$ cat config.mk
export PLATFORM = sky130hd
export DESIGN_NAME = sfmc_core
export DESIGN_NICKNAME = d
export VERILOG_FILES = /design/src/rtl/sfmc_pkg.sv /design/src/rtl/sfmc_sync.sv /design/src/rtl/sfmc_core.sv
export SDC_FILE = /design/constraint.sdc
export NUM_CORES = 1
export LEC_CHECK = 0
export BUFFER_PORTS_ARGS = -buffer_cell sky130_fd_sc_hd__buf_2
export CAP_MARGIN = 20
export CORE_MARGIN = 5
export CORE_UTILIZATION = 55
export CTS_CLUSTER_DIAMETER = 50
export CTS_CLUSTER_SIZE = 20
export DETAILED_ROUTE_END_ITERATION = 10
export HOLD_SLACK_MARGIN = 0.08
export PLACE_DENSITY = 0.73
export SLEW_MARGIN = 30
export SYNTH_ARGS = -nofsm -noshare
export SYNTH_HDL_FRONTEND = slang
export SYNTH_SLANG_ARGS = --single-unit
export TNS_END_PERCENT = 30
$ cat constraint.sdc
create_clock -name sys_clk -period 6.1 [get_ports sys_clk]
set_input_delay 0.305 -clock sys_clk [delete_from_list [all_inputs] [get_ports sys_clk]]
set_output_delay 0.305 -clock sys_clk [all_outputs]
set_load 0.02 [all_outputs]
$ cat src/rtl/sfmc_pkg.sv
// Constants, opcodes and carrier types for the serial flash mode-control core.
// Assumes one system clock that is much faster than the serial clock pin.
package sfmc_pkg;

  // ---------------------------------------------------------------------------
  // Instruction codes
  // ---------------------------------------------------------------------------
  localparam logic [7:0] OP_WR_SR      = 8'h01;
  localparam logic [7:0] OP_RD_SR1     = 8'h05;
  localparam logic [7:0] OP_WR_EN      = 8'h06;
  localparam logic [7:0] OP_RD_BANK    = 8'h16;
  localparam logic [7:0] OP_WR_BANK    = 8'h17;
  localparam logic [7:0] OP_RD_SR2     = 8'h35;
  localparam logic [7:0] OP_QCMD_ENTER = 8'h38;
  localparam logic [7:0] OP_VOL_WR_EN  = 8'h50;
  localparam logic [7:0] OP_RD_PARAM   = 8'h5a;
  localparam logic [7:0] OP_RST_EN     = 8'h66;
  localparam logic [7:0] OP_RST        = 8'h99;
  localparam logic [7:0] OP_ADDR4_ON   = 8'hb7;
  localparam logic [7:0] OP_ADDR4_OFF  = 8'he9;
  localparam logic [7:0] OP_QREAD      = 8'heb;
  localparam logic [7:0] OP_QREAD4     = 8'hec;
  localparam logic [7:0] OP_QCMD_EXIT  = 8'hf5;

  // ---------------------------------------------------------------------------
  // Register fields and reset values
  // ---------------------------------------------------------------------------
  localparam int         SR1_BUSY_BIT  = 0;
  localparam int         SR1_WEL_BIT   = 1;
  localparam int         SR2_QE_BIT    = 1;
  localparam int         BANK_4B_BIT   = 7;
  localparam logic [7:0] SR1_WR_MASK   = 8'hfc;
  localparam logic [7:0] SR2_WR_MASK   = 8'hff;
  localparam logic [7:0] SR1_RST       = 8'h00;
  localparam logic [7:0] SR2_RST       = 8'h00;
  localparam logic [7:0] BANK_RST      = 8'h00;

  // ---------------------------------------------------------------------------
  // Continuous read mode bits and forced exit
  // ---------------------------------------------------------------------------
  localparam logic [7:0] MODE_ENTER    = 8'ha5;
  localparam logic [3:0] MODE_ENTER_HI = 4'ha;
  localparam logic [7:0] MODE_EXIT     = 8'h00;
  localparam logic [3:0] EXIT_NIBBLE   = 4'hf;
  localparam logic [3:0] EXIT_CLOCKS   = 4'h8;

  // ---------------------------------------------------------------------------
  // Phase lengths in bits
  // ---------------------------------------------------------------------------
  localparam logic [5:0] CMD_BITS      = 6'h08;
  localparam logic [5:0] ADDR3_BITS    = 6'h18;
  localparam logic [5:0] ADDR4_BITS    = 6'h20;
  localparam logic [5:0] MODE_BITS     = 6'h08;
  localparam logic [5:0] QDUMMY_BITS   = 6'h10;
  localparam logic [5:0] PDUMMY_BITS   = 6'h08;

  // ---------------------------------------------------------------------------
  // Parameter table contents, pin vector width and pin reset levels
  // ---------------------------------------------------------------------------
  localparam logic [31:0] PARAM_DW15      = 32'hff5df622;
  localparam logic [31:0] PARAM_DW16      = 32'ha1f860e8;
  localparam logic [5:0]  PARAM_DW15_ADDR = 6'h0e;
  localparam logic [5:0]  PARAM_DW16_ADDR = 6'h0f;

  localparam int         PIN_W         = 7;
  localparam logic [6:0] PIN_RST       = 7'h60;

  // ---------------------------------------------------------------------------
  // Types
  // ---------------------------------------------------------------------------
  typedef enum logic [5:0] {
    PH_CMD   = 6'h01,
    PH_ADDR  = 6'h02,
    PH_MODE  = 6'h04,
    PH_DUMMY = 6'h08,
    PH_DIN   = 6'h10,
    PH_OUT   = 6'h20
  } sfmc_phase_t;

  typedef struct packed {
    logic       hw_rst_n;
    logic       cs_n;
    logic       sclk;
    logic [3:0] dq;
  } sfmc_pins_t;

  typedef struct packed {
    logic four_line_command_mode;
    logic cont_read;
    logic four_byte_addr;
    logic quad_lane_enable_bit;
  } sfmc_modes_t;

  typedef struct packed {
    sfmc_phase_t phase;
    logic        sclk_prev;
    logic        cs_prev;
    logic        rst_prev;
    logic [7:0]  opcode;
    logic [31:0] shift;
    logic [5:0]  cnt;
    logic [31:0] addr;
    logic [7:0]  mode_byte;
    logic        mode_seen;
    logic [1:0]  nbytes;
    logic [7:0]  din0;
    logic [7:0]  din1;
    logic [7:0]  cur;
    logic [2:0]  opos;
    logic [3:0]  dq_o;
    logic [3:0]  dq_oe;
    logic [31:0] arr_addr;
    logic        arr_rd;
    logic [3:0]  clk_cnt;
    logic        all_f;
    logic        quad_cmd;
    logic        cont;
    logic [7:0]  bank;
    logic        wel;
    logic        vwe;
    logic        rst_arm;
    logic [7:0]  nv_sr1;
    logic [7:0]  v_sr1;
    logic [7:0]  nv_sr2;
    logic [7:0]  v_sr2;
  } sfmc_state_t;

endpackage

$ cat src/rtl/sfmc_sync.sv
// Two-stage synchroniser for a vector of pin levels.
// Assumes each bit is an independent level; no bus coherence is promised.
module sfmc_sync #(
  parameter int             W   = 1,
  parameter logic [W-1:0]   RST = '0
) (
  input  wire logic         sys_clk,
  input  wire logic         srst,
  input  wire logic [W-1:0] d,
  output logic      [W-1:0] q
);

  typedef struct packed {
    logic [W-1:0] s1;
    logic [W-1:0] s2;
  } sfmc_sync_st_t;

  sfmc_sync_st_t st_q;
  sfmc_sync_st_t st_d;

  always_comb
  begin
    st_d    = st_q;
    st_d.s1 = d;
    st_d.s2 = st_q.s1;
  end

  always_ff @(posedge sys_clk)
  begin
    if (srst)
    begin
      st_q <= '{s1: RST, s2: RST};
    end
    else
    begin
      st_q <= st_d;
    end
  end

  assign q = st_q.s2;

endmodule

$ cat src/rtl/sfmc_core.sv
// Serial flash command decoder for interface width, addressing and status modes.
// Assumes sclk runs below a quarter of sys_clk; array data comes from an outside
// engine one cycle after arr_rd, and op_busy comes from logic on sys_clk.

// Contract
// - Parameter table reports hold/protect disable absent
// - Quad enable is status-2 bit 1
// - 05h returns status 1, 35h status 2
// - Two-byte 01h sets or clears quad enable
// - Mode byte A5h or Ax enters continuous
// - Mode byte 00h leaves continuous after read
// - Eight clocks of Fh force continuous exit
// - 38h enters four-line command mode
// - Four-line F5h returns to single-line
// - B7h enters 4-byte addressing, no enable
// - Bank bit 7 set selects 4-byte addressing
// - Bank bit 7 clear: bank picks segment
// - 16h reads bank, 17h writes one byte
// - E9h leaves 4-byte addressing, no enable
// - Any reset returns 3-byte addressing
// - Reset only when 66h directly precedes 99h
// - Reset pair accepted at current width
// - Status 1 restores non-volatile; 06h gates it
// - 50h enables and activates volatile status
// - Dedicated 4-byte read carries full address; continuous frames after ECh run as EBh, 3-byte unless bank bit 7 set
// - Parameter dword fifteen reads FF5DF622
// - Status 1 bit 0 shows busy
module sfmc_core (
  input  wire logic                 sys_clk,
  input  wire logic                 srst,
  input  wire logic                 pin_sclk,
  input  wire logic                 pin_cs_n,
  input  wire logic                 pin_hw_rst_n,
  input  wire logic [3:0]           quad_data_lines_i,
  output logic      [3:0]           quad_data_lines_o,
  output logic      [3:0]           quad_data_lines_oe,
  input  wire logic                 op_busy,
  input  wire logic [7:0]           arr_rdata,
  output logic      [31:0]          arr_addr,
  output logic                      arr_rd,
  output sfmc_pkg::sfmc_modes_t     modes,
  output logic      [7:0]           address_bank_register
);

  // ---------------------------------------------------------------------------
  // Pin synchronisation
  // ---------------------------------------------------------------------------
  sfmc_pkg::sfmc_pins_t pins_s;

  sfmc_sync #(
    .W   (sfmc_pkg::PIN_W),
    .RST (sfmc_pkg::PIN_RST)
  ) u_sync (
    .sys_clk (sys_clk),
    .srst    (srst),
    .d       ({pin_hw_rst_n, pin_cs_n, pin_sclk, quad_data_lines_i}),
    .q       (pins_s)
  );

  sfmc_pkg::sfmc_state_t st_q;
  sfmc_pkg::sfmc_state_t st_d;

  // ---------------------------------------------------------------------------
  // Helpers
  // ---------------------------------------------------------------------------
  function automatic logic [7:0] param_byte(input logic [7:0] a);
    logic [31:0] dw;
    dw = 32'hffffffff;
    if (a[7:2] == sfmc_pkg::PARAM_DW15_ADDR)
    begin
      dw = sfmc_pkg::PARAM_DW15;
    end
    else if (a[7:2] == sfmc_pkg::PARAM_DW16_ADDR)
    begin
      dw = sfmc_pkg::PARAM_DW16;
    end
    return dw[{a[1:0], 3'b000} +: 8];
  endfunction

  function automatic logic is_qread(input logic [7:0] op);
    return (op == sfmc_pkg::OP_QREAD) || (op == sfmc_pkg::OP_QREAD4);
  endfunction

  logic       rise;
  logic       fall;
  logic       frame_end;
  logic       quad_lanes;
  logic [5:0] step;
  logic [7:0] sr1_view;
  logic [5:0] addr_bits;

  // Status 1 shows the volatile copy in bits 7:2, which mirrors the stored one
  // unless 50h writes diverged it; bits 1 and 0 show WEL and op_busy
  assign sr1_view = {st_q.v_sr1[7:2], st_q.wel, op_busy};
  assign rise      = pins_s.sclk & ~st_q.sclk_prev & ~pins_s.cs_n;
  assign fall      = ~pins_s.sclk & st_q.sclk_prev & ~pins_s.cs_n;
  assign frame_end = pins_s.cs_n & ~st_q.cs_prev;
  // Opcode width follows the current mode, so the reset pair works either way
  assign quad_lanes = st_q.quad_cmd
                    | (is_qread(st_q.opcode) & (st_q.phase != sfmc_pkg::PH_CMD));
  assign step = quad_lanes ? 6'h04 : 6'h01;
  assign addr_bits = ((st_q.opcode == sfmc_pkg::OP_QREAD4) || st_q.bank[sfmc_pkg::BANK_4B_BIT])
                   ? sfmc_pkg::ADDR4_BITS : sfmc_pkg::ADDR3_BITS;

  // ---------------------------------------------------------------------------
  // Next state
  // ---------------------------------------------------------------------------
  always_comb
  begin
    logic [31:0] sh;
    logic [5:0]  c;
    logic [7:0]  b;
    logic        soft_rst;
    sh       = '0;
    c        = '0;
    b        = '0;
    soft_rst = 1'b0;
    st_d           = st_q;
    st_d.sclk_prev = pins_s.sclk;
    st_d.cs_prev   = pins_s.cs_n;
    st_d.rst_prev  = pins_s.hw_rst_n;
    st_d.arr_rd    = 1'b0;

    if (pins_s.cs_n)
    begin
      // Idle frame: continuous mode resumes straight at the address
      st_d.phase     = st_q.cont ? sfmc_pkg::PH_ADDR : sfmc_pkg::PH_CMD;
      st_d.opcode    = st_q.cont ? sfmc_pkg::OP_QREAD : 8'h00;
      st_d.cnt       = '0;
      st_d.nbytes    = '0;
      st_d.opos      = '0;
      st_d.dq_oe     = '0;
      st_d.clk_cnt   = '0;
      st_d.all_f     = 1'b1;
      st_d.mode_seen = 1'b0;
    end

    // ------------------------------- input on rising sclk
    if (rise)
    begin
      sh = quad_lanes ? {st_q.shift[27:0], pins_s.dq} : {st_q.shift[30:0], pins_s.dq[0]};
      c  = st_q.cnt + step;
      st_d.shift = sh;
      st_d.cnt   = c;
      if (st_q.clk_cnt != sfmc_pkg::EXIT_CLOCKS)
      begin
        st_d.clk_cnt = st_q.clk_cnt + 4'h1;
        if (pins_s.dq != sfmc_pkg::EXIT_NIBBLE)
        begin
          st_d.all_f = 1'b0;
        end
      end
      case (st_q.phase)
        sfmc_pkg::PH_CMD:
        begin
          if (c == sfmc_pkg::CMD_BITS)
          begin
            st_d.opcode = sh[7:0];
            st_d.cnt    = '0;
            case (sh[7:0])
              sfmc_pkg::OP_RD_SR1, sfmc_pkg::OP_RD_SR2, sfmc_pkg::OP_RD_BANK:
                st_d.phase = sfmc_pkg::PH_OUT;
              sfmc_pkg::OP_RD_PARAM, sfmc_pkg::OP_QREAD, sfmc_pkg::OP_QREAD4:
                st_d.phase = sfmc_pkg::PH_ADDR;
              default:
                st_d.phase = sfmc_pkg::PH_DIN;
            endcase
          end
        end
        sfmc_pkg::PH_ADDR:
        begin
          if ((st_q.opcode == sfmc_pkg::OP_RD_PARAM) ? (c == sfmc_pkg::ADDR3_BITS) : (c == addr_bits))
          begin
            st_d.cnt = '0;
            if (c == sfmc_pkg::ADDR4_BITS)
            begin
              st_d.addr = sh;
            end
            else
            begin
              st_d.addr = {1'b0, st_q.bank[6:0], sh[23:0]};
            end
            st_d.phase = is_qread(st_q.opcode) ? sfmc_pkg::PH_MODE : sfmc_pkg::PH_DUMMY;
          end
        end
        sfmc_pkg::PH_MODE:
        begin
          if (c == sfmc_pkg::MODE_BITS)
          begin
            st_d.cnt       = '0;
            st_d.mode_byte = sh[7:0];
            st_d.mode_seen = 1'b1;
            st_d.phase     = sfmc_pkg::PH_DUMMY;
          end
        end
        sfmc_pkg::PH_DUMMY:
        begin
          if (c == (is_qread(st_q.opcode) ? sfmc_pkg::QDUMMY_BITS : sfmc_pkg::PDUMMY_BITS))
          begin
            st_d.cnt      = '0;
            st_d.phase    = sfmc_pkg::PH_OUT;
            st_d.arr_addr = st_q.addr;
            st_d.arr_rd   = is_qread(st_q.opcode);
          end
        end
        sfmc_pkg::PH_DIN:
        begin
          if (c == sfmc_pkg::CMD_BITS)
          begin
            st_d.cnt = '0;
            if (st_q.nbytes == 2'd0)
            begin
              st_d.din0 = sh[7:0];
            end
            else if (st_q.nbytes == 2'd1)
            begin
              st_d.din1 = sh[7:0];
            end
            if (st_q.nbytes != 2'd3)
            begin
              st_d.nbytes = st_q.nbytes + 2'd1;
            end
          end
        end
        sfmc_pkg::PH_OUT:
        begin
          st_d.cnt = '0;
        end
        default:
          st_d.phase = sfmc_pkg::PH_CMD;
      endcase
    end

    // ------------------------------- output on falling sclk
    if (fall && (st_q.phase == sfmc_pkg::PH_OUT))
    begin
      b = st_q.cur;
      if (st_q.opos == 3'd0)
      begin
        case (st_q.opcode)
          sfmc_pkg::OP_RD_SR1:  b = sr1_view;
          sfmc_pkg::OP_RD_SR2:  b = st_q.v_sr2;
          sfmc_pkg::OP_RD_BANK: b = st_q.bank;
          sfmc_pkg::OP_RD_PARAM:
          begin
            b         = param_byte(st_q.addr[7:0]);
            st_d.addr = st_q.addr + 32'h1;
          end
          default:
          begin
            // Prefetch: the next byte is requested as soon as this one is taken
            b             = arr_rdata;
            st_d.arr_addr = st_q.arr_addr + 32'h1;
            st_d.arr_rd   = 1'b1;
          end
        endcase
      end
      st_d.cur = b;
      if (quad_lanes)
      begin
        st_d.dq_o  = (st_q.opos == 3'd0) ? b[7:4] : b[3:0];
        st_d.dq_oe = 4'hf;
      end
      else
      begin
        st_d.dq_o  = {2'b00, b[3'd7 - st_q.opos], 1'b0};
        st_d.dq_oe = 4'h2;
      end
      st_d.opos = st_q.opos + step[2:0];
    end

    // ------------------------------- command completion at chip deselect
    if (frame_end && (st_q.phase != sfmc_pkg::PH_CMD))
    begin
      st_d.rst_arm = (st_q.opcode == sfmc_pkg::OP_RST_EN) && (st_q.nbytes == 2'd0);
      case (st_q.opcode)
        sfmc_pkg::OP_WR_EN:
          st_d.wel = 1'b1;
        sfmc_pkg::OP_VOL_WR_EN:
          st_d.vwe = 1'b1;
        sfmc_pkg::OP_WR_SR:
        begin
          if ((st_q.wel || st_q.vwe) && !op_busy && (st_q.nbytes != 2'd0))
          begin
            st_d.v_sr1 = (st_q.v_sr1 & ~sfmc_pkg::SR1_WR_MASK) | (st_q.din0 & sfmc_pkg::SR1_WR_MASK);
            if (st_q.nbytes != 2'd1)
            begin
              // Second byte carries the quad enable in bit 1
              st_d.v_sr2 = st_q.din1 & sfmc_pkg::SR2_WR_MASK;
            end
            if (st_q.wel && !st_q.vwe)
            begin
              st_d.nv_sr1 = (st_q.nv_sr1 & ~sfmc_pkg::SR1_WR_MASK)
                          | (st_q.din0 & sfmc_pkg::SR1_WR_MASK);
              if (st_q.nbytes != 2'd1)
              begin
                st_d.nv_sr2 = st_q.din1 & sfmc_pkg::SR2_WR_MASK;
              end
            end
          end
          st_d.wel = 1'b0;
          st_d.vwe = 1'b0;
        end
        sfmc_pkg::OP_WR_BANK:
        begin
          if (st_q.nbytes == 2'd1)
          begin
            st_d.bank = st_q.din0;
          end
        end
        sfmc_pkg::OP_ADDR4_ON:
          st_d.bank[sfmc_pkg::BANK_4B_BIT] = 1'b1;
        sfmc_pkg::OP_ADDR4_OFF:
          st_d.bank[sfmc_pkg::BANK_4B_BIT] = 1'b0;
        sfmc_pkg::OP_QCMD_ENTER:
          st_d.quad_cmd = 1'b1;
        sfmc_pkg::OP_QCMD_EXIT:
        begin
          if (st_q.quad_cmd)
          begin
            st_d.quad_cmd = 1'b0;
          end
        end
        sfmc_pkg::OP_RST:
          soft_rst = st_q.rst_arm && (st_q.nbytes == 2'd0);
        sfmc_pkg::OP_QREAD, sfmc_pkg::OP_QREAD4:
        begin
          if (st_q.cont && (st_q.clk_cnt == sfmc_pkg::EXIT_CLOCKS) && st_q.all_f)
          begin
            st_d.cont = 1'b0;
          end
          else if (st_q.mode_seen)
          begin
            // Without quad enable the mode byte is never honoured
            st_d.cont = st_q.v_sr2[sfmc_pkg::SR2_QE_BIT]
                      && ((st_q.mode_byte == sfmc_pkg::MODE_ENTER)
                      || (st_q.mode_byte[7:4] == sfmc_pkg::MODE_ENTER_HI));
            if (st_q.mode_byte == sfmc_pkg::MODE_EXIT)
            begin
              st_d.cont = 1'b0;
            end
          end
        end
        default:
        begin
        end
      endcase
    end

    // Hardware reset pin acts once on its falling edge, like the software reset
    if (!pins_s.hw_rst_n && st_q.rst_prev)
    begin
      soft_rst = 1'b1;
    end

    if (soft_rst)
    begin
      st_d.bank     = sfmc_pkg::BANK_RST;
      st_d.quad_cmd = 1'b0;
      st_d.cont     = 1'b0;
      st_d.phase    = sfmc_pkg::PH_CMD;
      st_d.opcode   = 8'h00;
      st_d.dq_oe    = '0;
      st_d.wel      = 1'b0;
      st_d.vwe      = 1'b0;
      st_d.rst_arm  = 1'b0;
      st_d.v_sr1    = st_q.nv_sr1;
      st_d.v_sr2    = st_q.nv_sr2;
    end
  end

  // ---------------------------------------------------------------------------
  // State register
  // ---------------------------------------------------------------------------
  always_ff @(posedge sys_clk)
  begin
    if (srst)
    begin
      st_q           <= '0;
      st_q.phase     <= sfmc_pkg::PH_CMD;
      st_q.cs_prev   <= 1'b1;
      st_q.rst_prev  <= 1'b1;
      st_q.all_f     <= 1'b1;
      st_q.bank      <= sfmc_pkg::BANK_RST;
      st_q.nv_sr1    <= sfmc_pkg::SR1_RST;
      st_q.v_sr1     <= sfmc_pkg::SR1_RST;
      st_q.nv_sr2    <= sfmc_pkg::SR2_RST;
      st_q.v_sr2     <= sfmc_pkg::SR2_RST;
    end
    else
    begin
      st_q <= st_d;
    end
  end

  // ---------------------------------------------------------------------------
  // Outputs
  // ---------------------------------------------------------------------------
  assign quad_data_lines_o            = st_q.dq_o;
  assign quad_data_lines_oe           = st_q.dq_oe;
  assign arr_addr                     = st_q.arr_addr;
  assign arr_rd                       = st_q.arr_rd;
  assign address_bank_register        = st_q.bank;
  assign modes.four_line_command_mode = st_q.quad_cmd;
  assign modes.cont_read              = st_q.cont;
  assign modes.four_byte_addr         = st_q.bank[sfmc_pkg::BANK_4B_BIT];
  assign modes.quad_lane_enable_bit   = st_q.v_sr2[sfmc_pkg::SR2_QE_BIT];

endmodule

**After elaboration in Yosys (flattened, before gate mapping)**

Index checks and enable logic that the tools add are counted.

- $lt $le $gt $ge: 1
- Multiplexer cells: 81
- Bitwise logic cells: 14
- Reductions and logical operators: 53
- Shift-type cells: 1
- Add/sub/neg operators: 7
- Eq/ne operators: 45

Operators by type and width:

| kind | count |
|---|---|
| $mux W32 | 9 |
| $mux W33 | 4 |
| $mux W8 | 16 |
| $mux W105 | 1 |
| $mux W38 | 2 |
| $eq A8 B8 Y1 const B | 9 |
| $mux W24 | 3 |
| $add A32 B1 Y32 const B | 2 |
| $mux W31 | 2 |
| $mux W6 | 10 |
| $mux W44 | 1 |
| $mux W18 | 2 |
| $eq A8 B7 Y1 const B | 4 |
| $pmux W8 S4 | 1 |
| $shiftx A32 B6 Y8 | 1 |
| $pmux W6 S5 | 1 |
| $eq A6 B4 Y1 const B | 4 |
| $eq A8 B3 Y1 const B | 3 |
| $eq A8 B5 Y1 const B | 3 |
| $eq A8 B6 Y1 const B | 3 |
| $pmux W6 S4 | 1 |
| $reduce_bool A2 Y1 | 11 |
| $mux W9 | 2 |
| $or A2 B8 Y8 | 2 |
| 46 further kinds | 105 |

- Word-level logic and storage cells: 236
- Register bits: 230
- Bits of input ports: 18
- Output and inout port bits: 53

**Depth between registers and ports, before layout**

Gate-level depths: netlist (run 1).

- Depth after elaboration: 14
- Mapped depth: 19
- Mapped depth without buffers: 14

**Modules after synthesis**

Synthesis (run 1) repeated with hierarchy kept, for this count alone.

- Cell total of the unflattened synthesis: 1,426
- Area, all modules: 11,775.0 µm²

By module, submodules not included:

| module | times used | seq. area each (µm²) | cells each | area each (µm²) |
|---|---|---|---|---|
| sfmc_core | 1 | 4,083.9 | 1,397 | 11,390.9 |
| sfmc_sync | 1 | 280.3 | 29 | 384.1 |

**Worst setup path after synthesis (run 1)**

No wires, ideal clock.

- Path kind: reg-to-reg
- From: register st_q[199] (netlist name)
- To: register st_q[137] (netlist name)
- Clock period less this slack: 4.549 ns
- Slack: 1.551 ns
- Path buffers: 5
- Data required time: 5.968 ns
- Cell stages (with the launch flop): 20
- Arrival: 4.416 ns
- Library setup time: 0.132 ns
- Cell sequence: dfxtp_1 > buf_6 > or3b_4 > a2111oi_4 > a21o_1 > buf_6 > inv_4 > buf_6 > buf_2 > ha_1 > ha_1 > a21oi_1 > o221ai_1 > or3_1 > or4_4 > a211oi_4 > nor2_2 > clkbuf_1 > o21ai_0 > a21oi_1

- Cells in the longest elaborated chain, start to end: 14
- Elaborated cells on any way between the ends: 21
- Classes of those cells: add/sub: 1; eq/ne: 5; mux: 11; bitwise: 2; reduce/logical: 2

RTL lines:

| what | RTL line | RTL |
|---|---|---|
| start: declaration | sfmc_core.sv:60 | `sfmc_pkg::sfmc_state_t st_q;` |
| start signal: assignment | sfmc_core.sv:392 | `st_q <= st_d;` |
| $eq A8 B8 Y1 (on tied branches) | sfmc_core.sv:81, sfmc_core.sv:102 |  |
| $logic_or A1 B1 Y1 | sfmc_core.sv:81 | `return (op == sfmc_pkg::OP_QREAD) \|\| (op == sfmc_pkg::OP_QREAD4);` |
| $and A1 B1 Y1 | sfmc_core.sv:100 | `\| (is_qread(st_q.opcode) & (st_q.phase != sfmc_pkg::PH_CMD));` |
| $or A1 B1 Y1 | sfmc_core.sv:100 |  |
| $mux W3 | sfmc_core.sv:101 | `assign step = quad_lanes ? 6'h04 : 6'h01;` |
| $add A6 B3 Y6 | sfmc_core.sv:142 | `c = st_q.cnt + step;` |
| $eq A6 B6 Y1 / $eq A6 B5 Y1 (equally long branches) | sfmc_core.sv:172 | `if ((st_q.opcode == sfmc_pkg::OP_RD_PARAM) ? (c == sfmc_pkg::ADDR3_BITS) : (c == addr_bits))` |
| $mux W1 | sfmc_core.sv:172 |  |
| $mux W38 | sfmc_core.sv:172 |  |
| $mux W32 | sfmc_core.sv:153 | `case (st_q.phase)` |
| $mux W105 | sfmc_core.sv:139 | `if (rise)` |
| $mux W32 | sfmc_core.sv:240 | `case (st_q.opcode)` |
| $mux W32 | sfmc_core.sv:238 | `if (st_q.opos == 3'd0)` |
| $mux W32 * | sfmc_core.sv:235 | `if (fall && (st_q.phase == sfmc_pkg::PH_OUT))` |

Mark *: on every way between the ends. The rest lies on a longest branch, timed or not.
A chain may end at the register's enable or synchronous reset.

**Worst setup path after layout (run 1)**

- From: register st_q[201] (netlist name)
- To: register st_q[106] (netlist name)

- Cells in the longest elaborated chain, start to end: 8
- Elaborated cells on any way between the ends: 10
- Classes of those cells: add/sub: 1; eq/ne: 3; mux: 2; bitwise: 2; reduce/logical: 2

RTL lines:

| what | RTL line | RTL |
|---|---|---|
| $eq A8 B8 Y1 | sfmc_core.sv:81 |  |
| $logic_or A1 B1 Y1 * | sfmc_core.sv:81 |  |
| $and A1 B1 Y1 * | sfmc_core.sv:100 |  |
| $or A1 B1 Y1 * | sfmc_core.sv:100 |  |
| $mux W3 | sfmc_core.sv:101 |  |
| $add A6 B3 Y6 | sfmc_core.sv:142 |  |
| $eq A6 B4 Y1 | sfmc_core.sv:208 | `if (c == sfmc_pkg::CMD_BITS)` |
| $reduce_and A5 Y1 (no line) | - |  |

Marks and branches as above.

==> impl_results.md, run 1 <==
* CTS Buffer Depth at 3
* Global-route wire length before repair at 52000 um
* Iter 0 DRT Violations at between 1000 and 1500
* Post-Synthesis Net Count at 1465
* Final Critical Period at 5.50 ns
* Synth Area per Inst at between 8 and 9 sq um
* Inserted Diodes at 0
* DRC viols at 0
* Peak VDD IR at ~0.00019 V
* Ys async rst share at 0
* RSZ-0062 raised after global routing: no
* Post-synth top area share at 0.375
* Vias/cell at 6.28
* Maxcap violations at 0
* Crit path arrival time at approximately 6 ns
* DP Worst Slack at roughly 0.8 ns
* EDFF count, synth at 0
* Final WS setup at 0.600 ns
* Drt pass-1 iters at 6
* Post-detailed-route count of antenna-violating nets at 0
* Fin cells at between 1500 and 2000
* Root Driver: clkbuf_16
* Mapped cell area at 11600 sq um
* Pwr Density at 252 nW/um^2
* Initial antenna violation count at 0
* Synth cell types at 81
* Starting Density at 0.556
* Relative slew slack at 0.361
* CP Max Fanout at 45
* Warnings from Yosys at 0
* Layout cell share with drive strength beyond 1 at 0.119
* Cell Area, Placed at 11700 sq um
* Mapped Cells at 1435
* Setup violations, final at 0
* Status: completed
* DRT Wirelength at about 32000 um
* Worst r2r src: st_q[201]$_SDFF_PP0_
* Area contributors post-synth: dfxtp_1, mux2i_1, nor2_1
* # Post-CTS Setup Buffers at 0
* TritonCTS clock tree: done
* Worst-case hold path end point: st_q[96]$_SDFFE_PP0P_
* Leakage at 4.76 nW
* Core area at 20900 sq um
* Reg2reg setup slack at 0.60 ns
* Synthesis-stage register bit count at 218
* Die height at 155 um
* Crit path kind: register to register
* Crit path launch type: register
* Nets@finish at 1440
* WP data required at 6.48 ns
* Routed vias at 10700
* Full die area at 24100 sq um
* CP endpoint kind: register
* Row count at 53
* Final instance area at 12700 sq um
* All-Layer GR Usage at 0.262
* Reg2reg end: st_q[106]$_SDFFE_PP0P_
* Worst Tran Pin Value at 0.948 ns
* Total Neg Setup Slack at 0 ns
* Skew-Pair Late Insertion Delay at 0.54 ns
* Total gr overflow at 0
* Inst Count DP at 1650
* Top FF cell, synth: dfxtp_1
* Clk_skew at 0.0230 ns
* R2R cell count at 14
* Htree depth at 1
* RD Place Congestion at 0.940
* Total CTS buffers at 26
* Largest area contributor in the netlist: dfxtp_1
* Worst hold path class: primary input to register
* Count of input and output buffers at 70
* CTS sink cnt at 218
* Die Wd at 155 um
* Max Freq at between 0.15 and 0.2 GHz
* Final Hold Viols at 0
* Wire length per cell at 19.0 um
* Final period util at 0.902
* Count of final max-slew check failures at 0
* HP Start: arr_rdata[2]
* Vias in the first global route at 9523
* Clock slew at reported path FFs at ~0.070 ns
* Largest net degree at the start of global routing at approximately 110
* Layout area overhead at 9.03%
* Hpwl dp at 22600 um
* Num ports at about 70
* Tot Pwr at 3.20 mW
* Seq/Total Area, Yosys at 0.375
* Hold Path Stages at 3
==> flip-flops by register name, indices dropped and copies added, names as in the netlist <==
| register | count |
|---|---|
| u_sync.q | 7 |
| modes | 3 |
| st_q | 147 |
| address_bank_register | 8 |
| quad_data_lines_oe | 2 |
| u_sync.st_d | 7 |
| arr_rd | 1 |
| arr_addr | 32 |
| sr1_view | 7 |
| quad_data_lines_o | 4 |
==> synth_stat cells (5+ instances only) <==
library cell  number
o211ai_1          12
a31oi_1           25
inv_1             21
and3_1            20
nand4_1           22
o21ai_0           64
dfxtp_1          218
clkbuf_1          68
a221oi_1           7
or3_1              9
buf_4             53
and2_1            10
ha_1              12
mux2i_1           89
nor4_1            18
buf_2             20
nor3b_1            6
nor3_1            47
nand2b_1          13
nor2b_1           18
and4_1             9
a21oi_1          109
nand3b_1          13
nand2_1          106
or2_2             11
nand3_1           46
o32a_1             7
a211oi_1          63
xor2_1             5
a22oi_1            6
nand4b_1           5
nor2_1           206
==> worst max-delay path, cell delays in order, from the launching register on <==
cell       delay, ns
dfxtp_1         0.50
or3b_4          0.43
a2111oi_4       0.58
a21o_1          0.24
inv_4           0.21
ha_1            0.32
ha_1            0.26
or2_2           0.34
o32ai_1         0.25
a31o_2          0.20
nand3_1         0.25
nor4_1          0.78
nand3b_1        0.57
mux2i_1         0.29
nor2_1          0.09
==> cell type report <==
cell class | instances | area (sq um)
clock buffers | 28 | 689
clock inverters | 20 | 255
fillers | 1873 | 8220
inverters | 22 | 85.1
multi-input cells | 1049 | 6390
flip-flops and latches | 218 | 4360
well taps | 275 | 344
repair buffers | 93 | 547
==> cells by family (layout without fill, tap and decap cells) <==
logic type                 count (synthesis)  in the layout  share of synthesized area
buffers and inverters                    168            163                     0.0763
DFF                                      218            218                      0.375
adders and majority gates                 12             12                     0.0129
xor gates and xnor gates                   9              9                    0.00678
AOI/OAI and AO/OA                        353            353                      0.198
muxes                                     90             90                     0.0776
and+or+nand+nor                          585            585                      0.252
==> per-stage QoR <==
| step | util | hold slack (ns) |
|---|---|---|
| 6_report | 0.607 | 0.120 |
| 2_1_floorplan | - | 0.389 |
| 4_1_cts | 0.607 | 0.106 |
| 5_1_grt | 0.607 | 0.142 |
| 3_5_place_dp | 0.558 | 0.393 |
| 3_3_place_gp | 0.558 | 0.390 |
==> how the worst max path moves through the flow <==
stage	startpoint	to	slack, ns	cells after the start
after floorplan	st_q[199]$_SDFF_PP0_	st_q[137]$_SDFF_PP0_	1.55	19
after global placement	st_q[201]$_SDFF_PP0_	st_q[104]$_SDFFE_PP0P_	1.03	14
after detailed placement	st_q[201]$_SDFF_PP0_	st_q[105]$_SDFFE_PP0P_	0.79	14
after CTS	st_q[201]$_SDFF_PP0_	st_q[106]$_SDFFE_PP0P_	0.74	14
after global routing	st_q[201]$_SDFF_PP0_	st_q[106]$_SDFFE_PP0P_	0.24	13
final	st_q[201]$_SDFF_PP0_	st_q[106]$_SDFFE_PP0P_	0.60	14
==> report_power, final <==
part	switching, mW	internal (mW)
Clock	0.724	0.951
Combinational	0.0515	0.0255
Sequential	0.0126	1.43
==> repair_timing <==
item,CTS,global route
gates resized for setup,0,0
endpoints found under the hold margin,7,0
hold buffers,7,0
==> routing by layer <==
metal / track usage / part of all wire / vias up
met1: 0.381 / 0.44 / 4994
met3: 0.0501 / 0.10 / 67
met2: 0.397 / 0.43 / 498
met5: 0 / 0 / -
li1: - / - / 5145
met4: 0.0713 / 0.025 / 0
==> layout by cell type (no fill, tap or decap), types with 20 or more instances in the layout <==
cell type    n
a211oi_1    63
a21oi_1    109
a31oi_1     25
and3_1      20
buf_2       69
clkbuf_16   27
dfxtp_1    218
inv_1       21
mux2i_1     89
nand2_1    106
nand3_1     46
nand4_1     22
nor2_1     205
nor3_1      47
o21ai_0     64
Note: power is estimated with default switching activity, not from simulation.
==> run 2: changes to the inputs <==
--- a/config.mk
+++ b/config.mk
@@ -5,6 +5,7 @@
 export SDC_FILE = /design/constraint.sdc
 export NUM_CORES = 1
 export LEC_CHECK = 0
+export ABC_AREA = 1
 export BUFFER_PORTS_ARGS = -buffer_cell sky130_fd_sc_hd__buf_2
 export CAP_MARGIN = 20
 export CORE_MARGIN = 5
==> run 2 against run 1 <==
  * Synthesized cell count grew 30%
  * Sequential cell count grew 1
  * Combinational power increased by 10%
  * Clock-buffer cell count is 1 higher
  * Design area up 6.8%
  * Non-clock buffer count fell by 10
  * Die area grew 7.4%
  * Global-route usage fell by 0.37 points
  * Critical path type unchanged
  * Largest cell class unchanged
==> impl_results.md, run 2 <==
* Status: completed (unchanged)
* Routed vias at 12000 (was 10700)
* Die height at 161 um (was 155 um)
* Final period util at 0.733 (was 0.902)
* HP Start: arr_rdata[2] (unchanged)
* Total CTS buffers at 27 (was 26)
* Count of input and output buffers at 70 (unchanged)
* Worst-case hold path end point: st_q[96]$_SDFFE_PP0P_ (unchanged)
* Reg2reg end: arr_addr[8]$_SDFF_PP0_ (was st_q[106]$_SDFFE_PP0P_)
* Seq/Total Area, Yosys at 0.350 (was 0.375)
* Iter 0 DRT Violations at 1123 (was 1160)
* CP Max Fanout at 59 (was 45)
* Crit path launch type: register (unchanged)
* Met1 WL at 15400 um (was 14400 um)
* Relative slew slack at 0.393 (was 0.361)
* Largest area contributor in the netlist: dfxtp_1 (unchanged)
* Inserted Diodes at 0 (unchanged)
* Crit path buf inv count at 4 (was 1)
* Core area at 22600 sq um (was 20900 sq um)
* Final Critical Period at 4.47 ns (was 5.50 ns)
* TritonCTS clock tree: done (unchanged)
* Ys async rst share at 0 (unchanged)
* Critical path depth in cells at 21 (was 14)
* Global-route wire length before repair at 56000 um (was 52000 um)
* Crit path arrival time at 4.94 ns (was 5.88 ns)
* Max Used Layer: met4 (unchanged)
* Tot Pwr at 3.20 mW (about the same)
* Most frequent cells in the layout: nand2_1, inv_1, dfxtp_1, a21oi_1, o21ai_0 (was dfxtp_1, nor2_1, a21oi_1, nand2_1, mux2i_1)
* Routed wl met3 at 2750 um (was 3320 um)
* Layout Utilization at 0.600 (was 0.607)
* Worst hold path class: primary input to register (unchanged)
* Maxcap violations at 0 (unchanged)
* Hold_ws at 0.113 ns (was 0.120 ns)
* CP endpoint kind: register (unchanged)
* Register area at 4380 sq um (was 4360 sq um)
* Layout cell share with drive strength beyond 1 at 0.116 (was 0.119)
* CP cell instances: nand2_1 -> nor2_1 -> nand2_2 -> nand2_4 -> nand2_4 -> nand2_4 -> inv_2 -> ha_1 -> ha_1 -> nand2_1 -> a21oi_1 -> xnor2_1 -> nand2_1 -> nand2_1 -> nand4_2 -> buf_4 -> inv_2 -> o21ai_0 -> a21oi_1 -> o21ai_0 -> inv_1 (was or3b_4 -> a2111oi_4 -> a21o_1 -> inv_4 -> ha_1 -> ha_1 -> or2_2 -> o32ai_1 -> a31o_2 -> nand3_1 -> nor4_1 -> nand3b_1 -> mux2i_1 -> nor2_1)
* Inst Count DP at 2093 (was 1650)
* Htree depth at 1 (unchanged)
* Mapped Cells at 1864 (was 1435)
* Slowest CP cell: nand2_4 (was nor4_1)
* Vias/cell at 5.61 (was 6.28)
* Post-synth top area share at 0.350 (was 0.375)
* Hold Path Stages at 3 (unchanged)
* Root Driver: clkbuf_16 (unchanged)
* Synthesis-stage register bit count at 219 (was 218)
* CP max stage delay at 0.43 ns (was 0.78 ns)
* Leakage at 5.58 nW (was 4.76 nW)
* Clock slew at reported path FFs at 0.08 ns (was 0.07 ns)
* Drt pass-1 iters at 6 (unchanged)
* Top reg by flops: st_q (unchanged)
* DRC viols at 0 (unchanged)
* Full die area at 25900 sq um (was 24100 sq um)
* CTS Buffer Depth at 3 (unchanged)
* Mapped cell area at 12500 sq um (was 11600 sq um)
* Max Freq at 0.224 GHz (was 0.182 GHz)
* Multi-input logic area at 6320 sq um (was 6390 sq um)
* Pwr Density at 236 nW/um^2 (was 252 nW/um^2)
* Final Hold Viols at 0 (unchanged)
* Post-detailed-route count of antenna-violating nets at 0 (unchanged)
* Die Wd at 161 um (was 155 um)
* Initial antenna violation count at 0 (unchanged)
* Post-Synthesis Net Count at 1894 (was 1465)
* Delay-heaviest family, CP: simple AND/OR/NAND/NOR gates (unchanged)
* R2R cell count at 21 (was 14)
* Largest net degree at the start of global routing at 68 (was 112)
* All-Layer GR Usage at 0.258 (was 0.262)
* Top FF cell, synth: dfxtp_1 (unchanged)
* Wire length on met2 at 15400 um (was 13900 um)
* Peak VDD IR at 0.000217 V (was 0.000191 V)
* Total gr overflow at 0 (unchanged)
* Hpwl dp at 24300 um (was 22600 um)
* Vias in the first global route at 11000 (was 9523)
* Total Neg Setup Slack at 0 ns (unchanged)
* Area contributors post-synth: dfxtp_1, nand2_1, a21oi_1 (was dfxtp_1, mux2i_1, nor2_1)
* DRT Wirelength at 34300 um (was 32500 um)
* Synth cell types at 49 (was 81)
* Fillers at 2153 (was 1873)
* Setup violations, final at 0 (unchanged)
* Wire length per cell at 16.0 um (was 19.0 um)
* Count of final max-slew check failures at 0 (unchanged)
* Crit path kind: register to register (unchanged)
* Fin cells at 2149 (was 1705)
* Starting Density at 0.555 (was 0.556)
* Row count at 55 (was 53)
* Worst Tran Pin Value at 0.908 ns (was 0.948 ns)
* Max reg flops at 148 (was 147)
* Worst path most repeated cell: nand2_1 (was ha_1)
* RSZ-0062 raised after global routing: no (unchanged)
* Skew-Pair Late Insertion Delay at 0.55 ns (was 0.54 ns)
* Cts repair resizes at 0 (unchanged)
* Worst r2r src: st_q[202]$_SDFF_PP0_ (was st_q[201]$_SDFF_PP0_)
* EDFF count, synth at 0 (unchanged)
* Synth Area per Inst at 6.73 sq um (was 8.10 sq um)
* Commonest non-fill, non-tap cell in the layout: nand2_1 (was dfxtp_1)
* Nets@finish at 1874 (was 1440)
* WP data required at 6.57 ns (was 6.48 ns)
* CTS sink cnt at 219 (was 218)
* Clk_skew at 0.0349 ns (was 0.0230 ns)
* Layout area overhead at 7.92% (was 9.03%)
* Top cells by count, synth: nand2_1, inv_1, dfxtp_1 (was dfxtp_1, nor2_1, a21oi_1)
* Reg2reg setup slack at 1.63 ns (was 0.60 ns)
* Warnings from Yosys at 0 (unchanged)
* RD Place Congestion at 0.932 (was 0.940)
* Num ports at 71 (unchanged)
* Most frequent cell after synthesis: nand2_1 (was dfxtp_1)
[run 2: cell count changes in the layout (fill, tap and decap cells not counted), sizes merged, moves of 51 or more]
cell	delta
nand3	+63
a21oi	+84
inv	+254
a211oi	-51
o21ai	+156
nor2	-75
mux2i	-89
nand2	+251
[run 2: worst max path at each step]
stage | startpoint | to | slack [ns]
floorplan | st_q[203]$_SDFF_PP0_ | st_q[139]$_SDFF_PP0_ | 2.95
global placement | st_q[205]$_SDFF_PP0_ | st_q[143]$_SDFF_PP0_ | 1.95
detailed placement | st_q[202]$_SDFF_PP0_ | arr_addr[8]$_SDFF_PP0_ | 1.76
CTS | st_q[202]$_SDFF_PP0_ | arr_addr[8]$_SDFF_PP0_ | 1.71
global route | st_q[202]$_SDFF_PP0_ | st_q[130]$_SDFF_PP0_ | 1.24
finish | st_q[202]$_SDFF_PP0_ | arr_addr[8]$_SDFF_PP0_ | 1.63
[run 2: cells by family after synthesis]
| family | count (synthesis) | synth area share |
|---|---|---|
| flip-flops | 219 | 0.350 |
| AO/OA/AOI/OAI | 506 | 0.225 |
| AND/OR/NAND/NOR | 696 | 0.256 |
| XOR/XNOR | 17 | 0.0119 |
| buffers and inverters | 414 | 0.146 |
| adder cells (fa/ha/maj) | 12 | 0.0120 |
[run 2: area by class of cell]
cell class,instances,share of cell area
clock inverters,20,0.0183
flip-flops and latches,219,0.324
multi-input cells,1231,0.467
well taps,285,0.0264
inverters,282,0.0782
clock buffers,29,0.0512
repair buffers,83,0.0346
[run 2: per-layer routing]
layer | up-vias | GRT usage
met5 | - | 0
met4 | 0 | 0.0713
met3 | 57 | 0.0398
met2 | 456 | 0.421
met1 | 5473 | 0.357
li1 | 6062 | -
[run 2: power by group]
part | internal [mW] | leakage, nW | total [mW] | switching [mW]
registers | 1.44 | 1.77 | 1.45 | 0.00818
logic | 0.0251 | 3.34 | 0.0848 | 0.0597
clock network | 0.921 | 0.465 | 1.66 | 0.742
total | 2.39 | 5.58 | 3.20 | 0.810
[run 2: worst reg2reg max path, delay by kind of cell (launching register included)]
kind            cells  cell delay [ns]
buf+inv             4             1.01
flops               1             0.40
simple gates       10             1.78
xor+xnor            1             0.33
fa+ha+maj           2             0.44
compound gates      4             0.43
[run 2: timing repair]
action / in CTS / in global routing
hold buffers: 7 / 0
setup buffers: 0 / 0
endpoints found under the hold margin: 7 / 0
[run 2: per-stage QoR]
step	area (sq um)	setup slack, ns
after floorplan	12500	2.95
after global placement	12500	1.95
after detailed placement	12500	1.76
after CTS	13500	1.71
after global routing	13500	1.24
final	13500	1.63
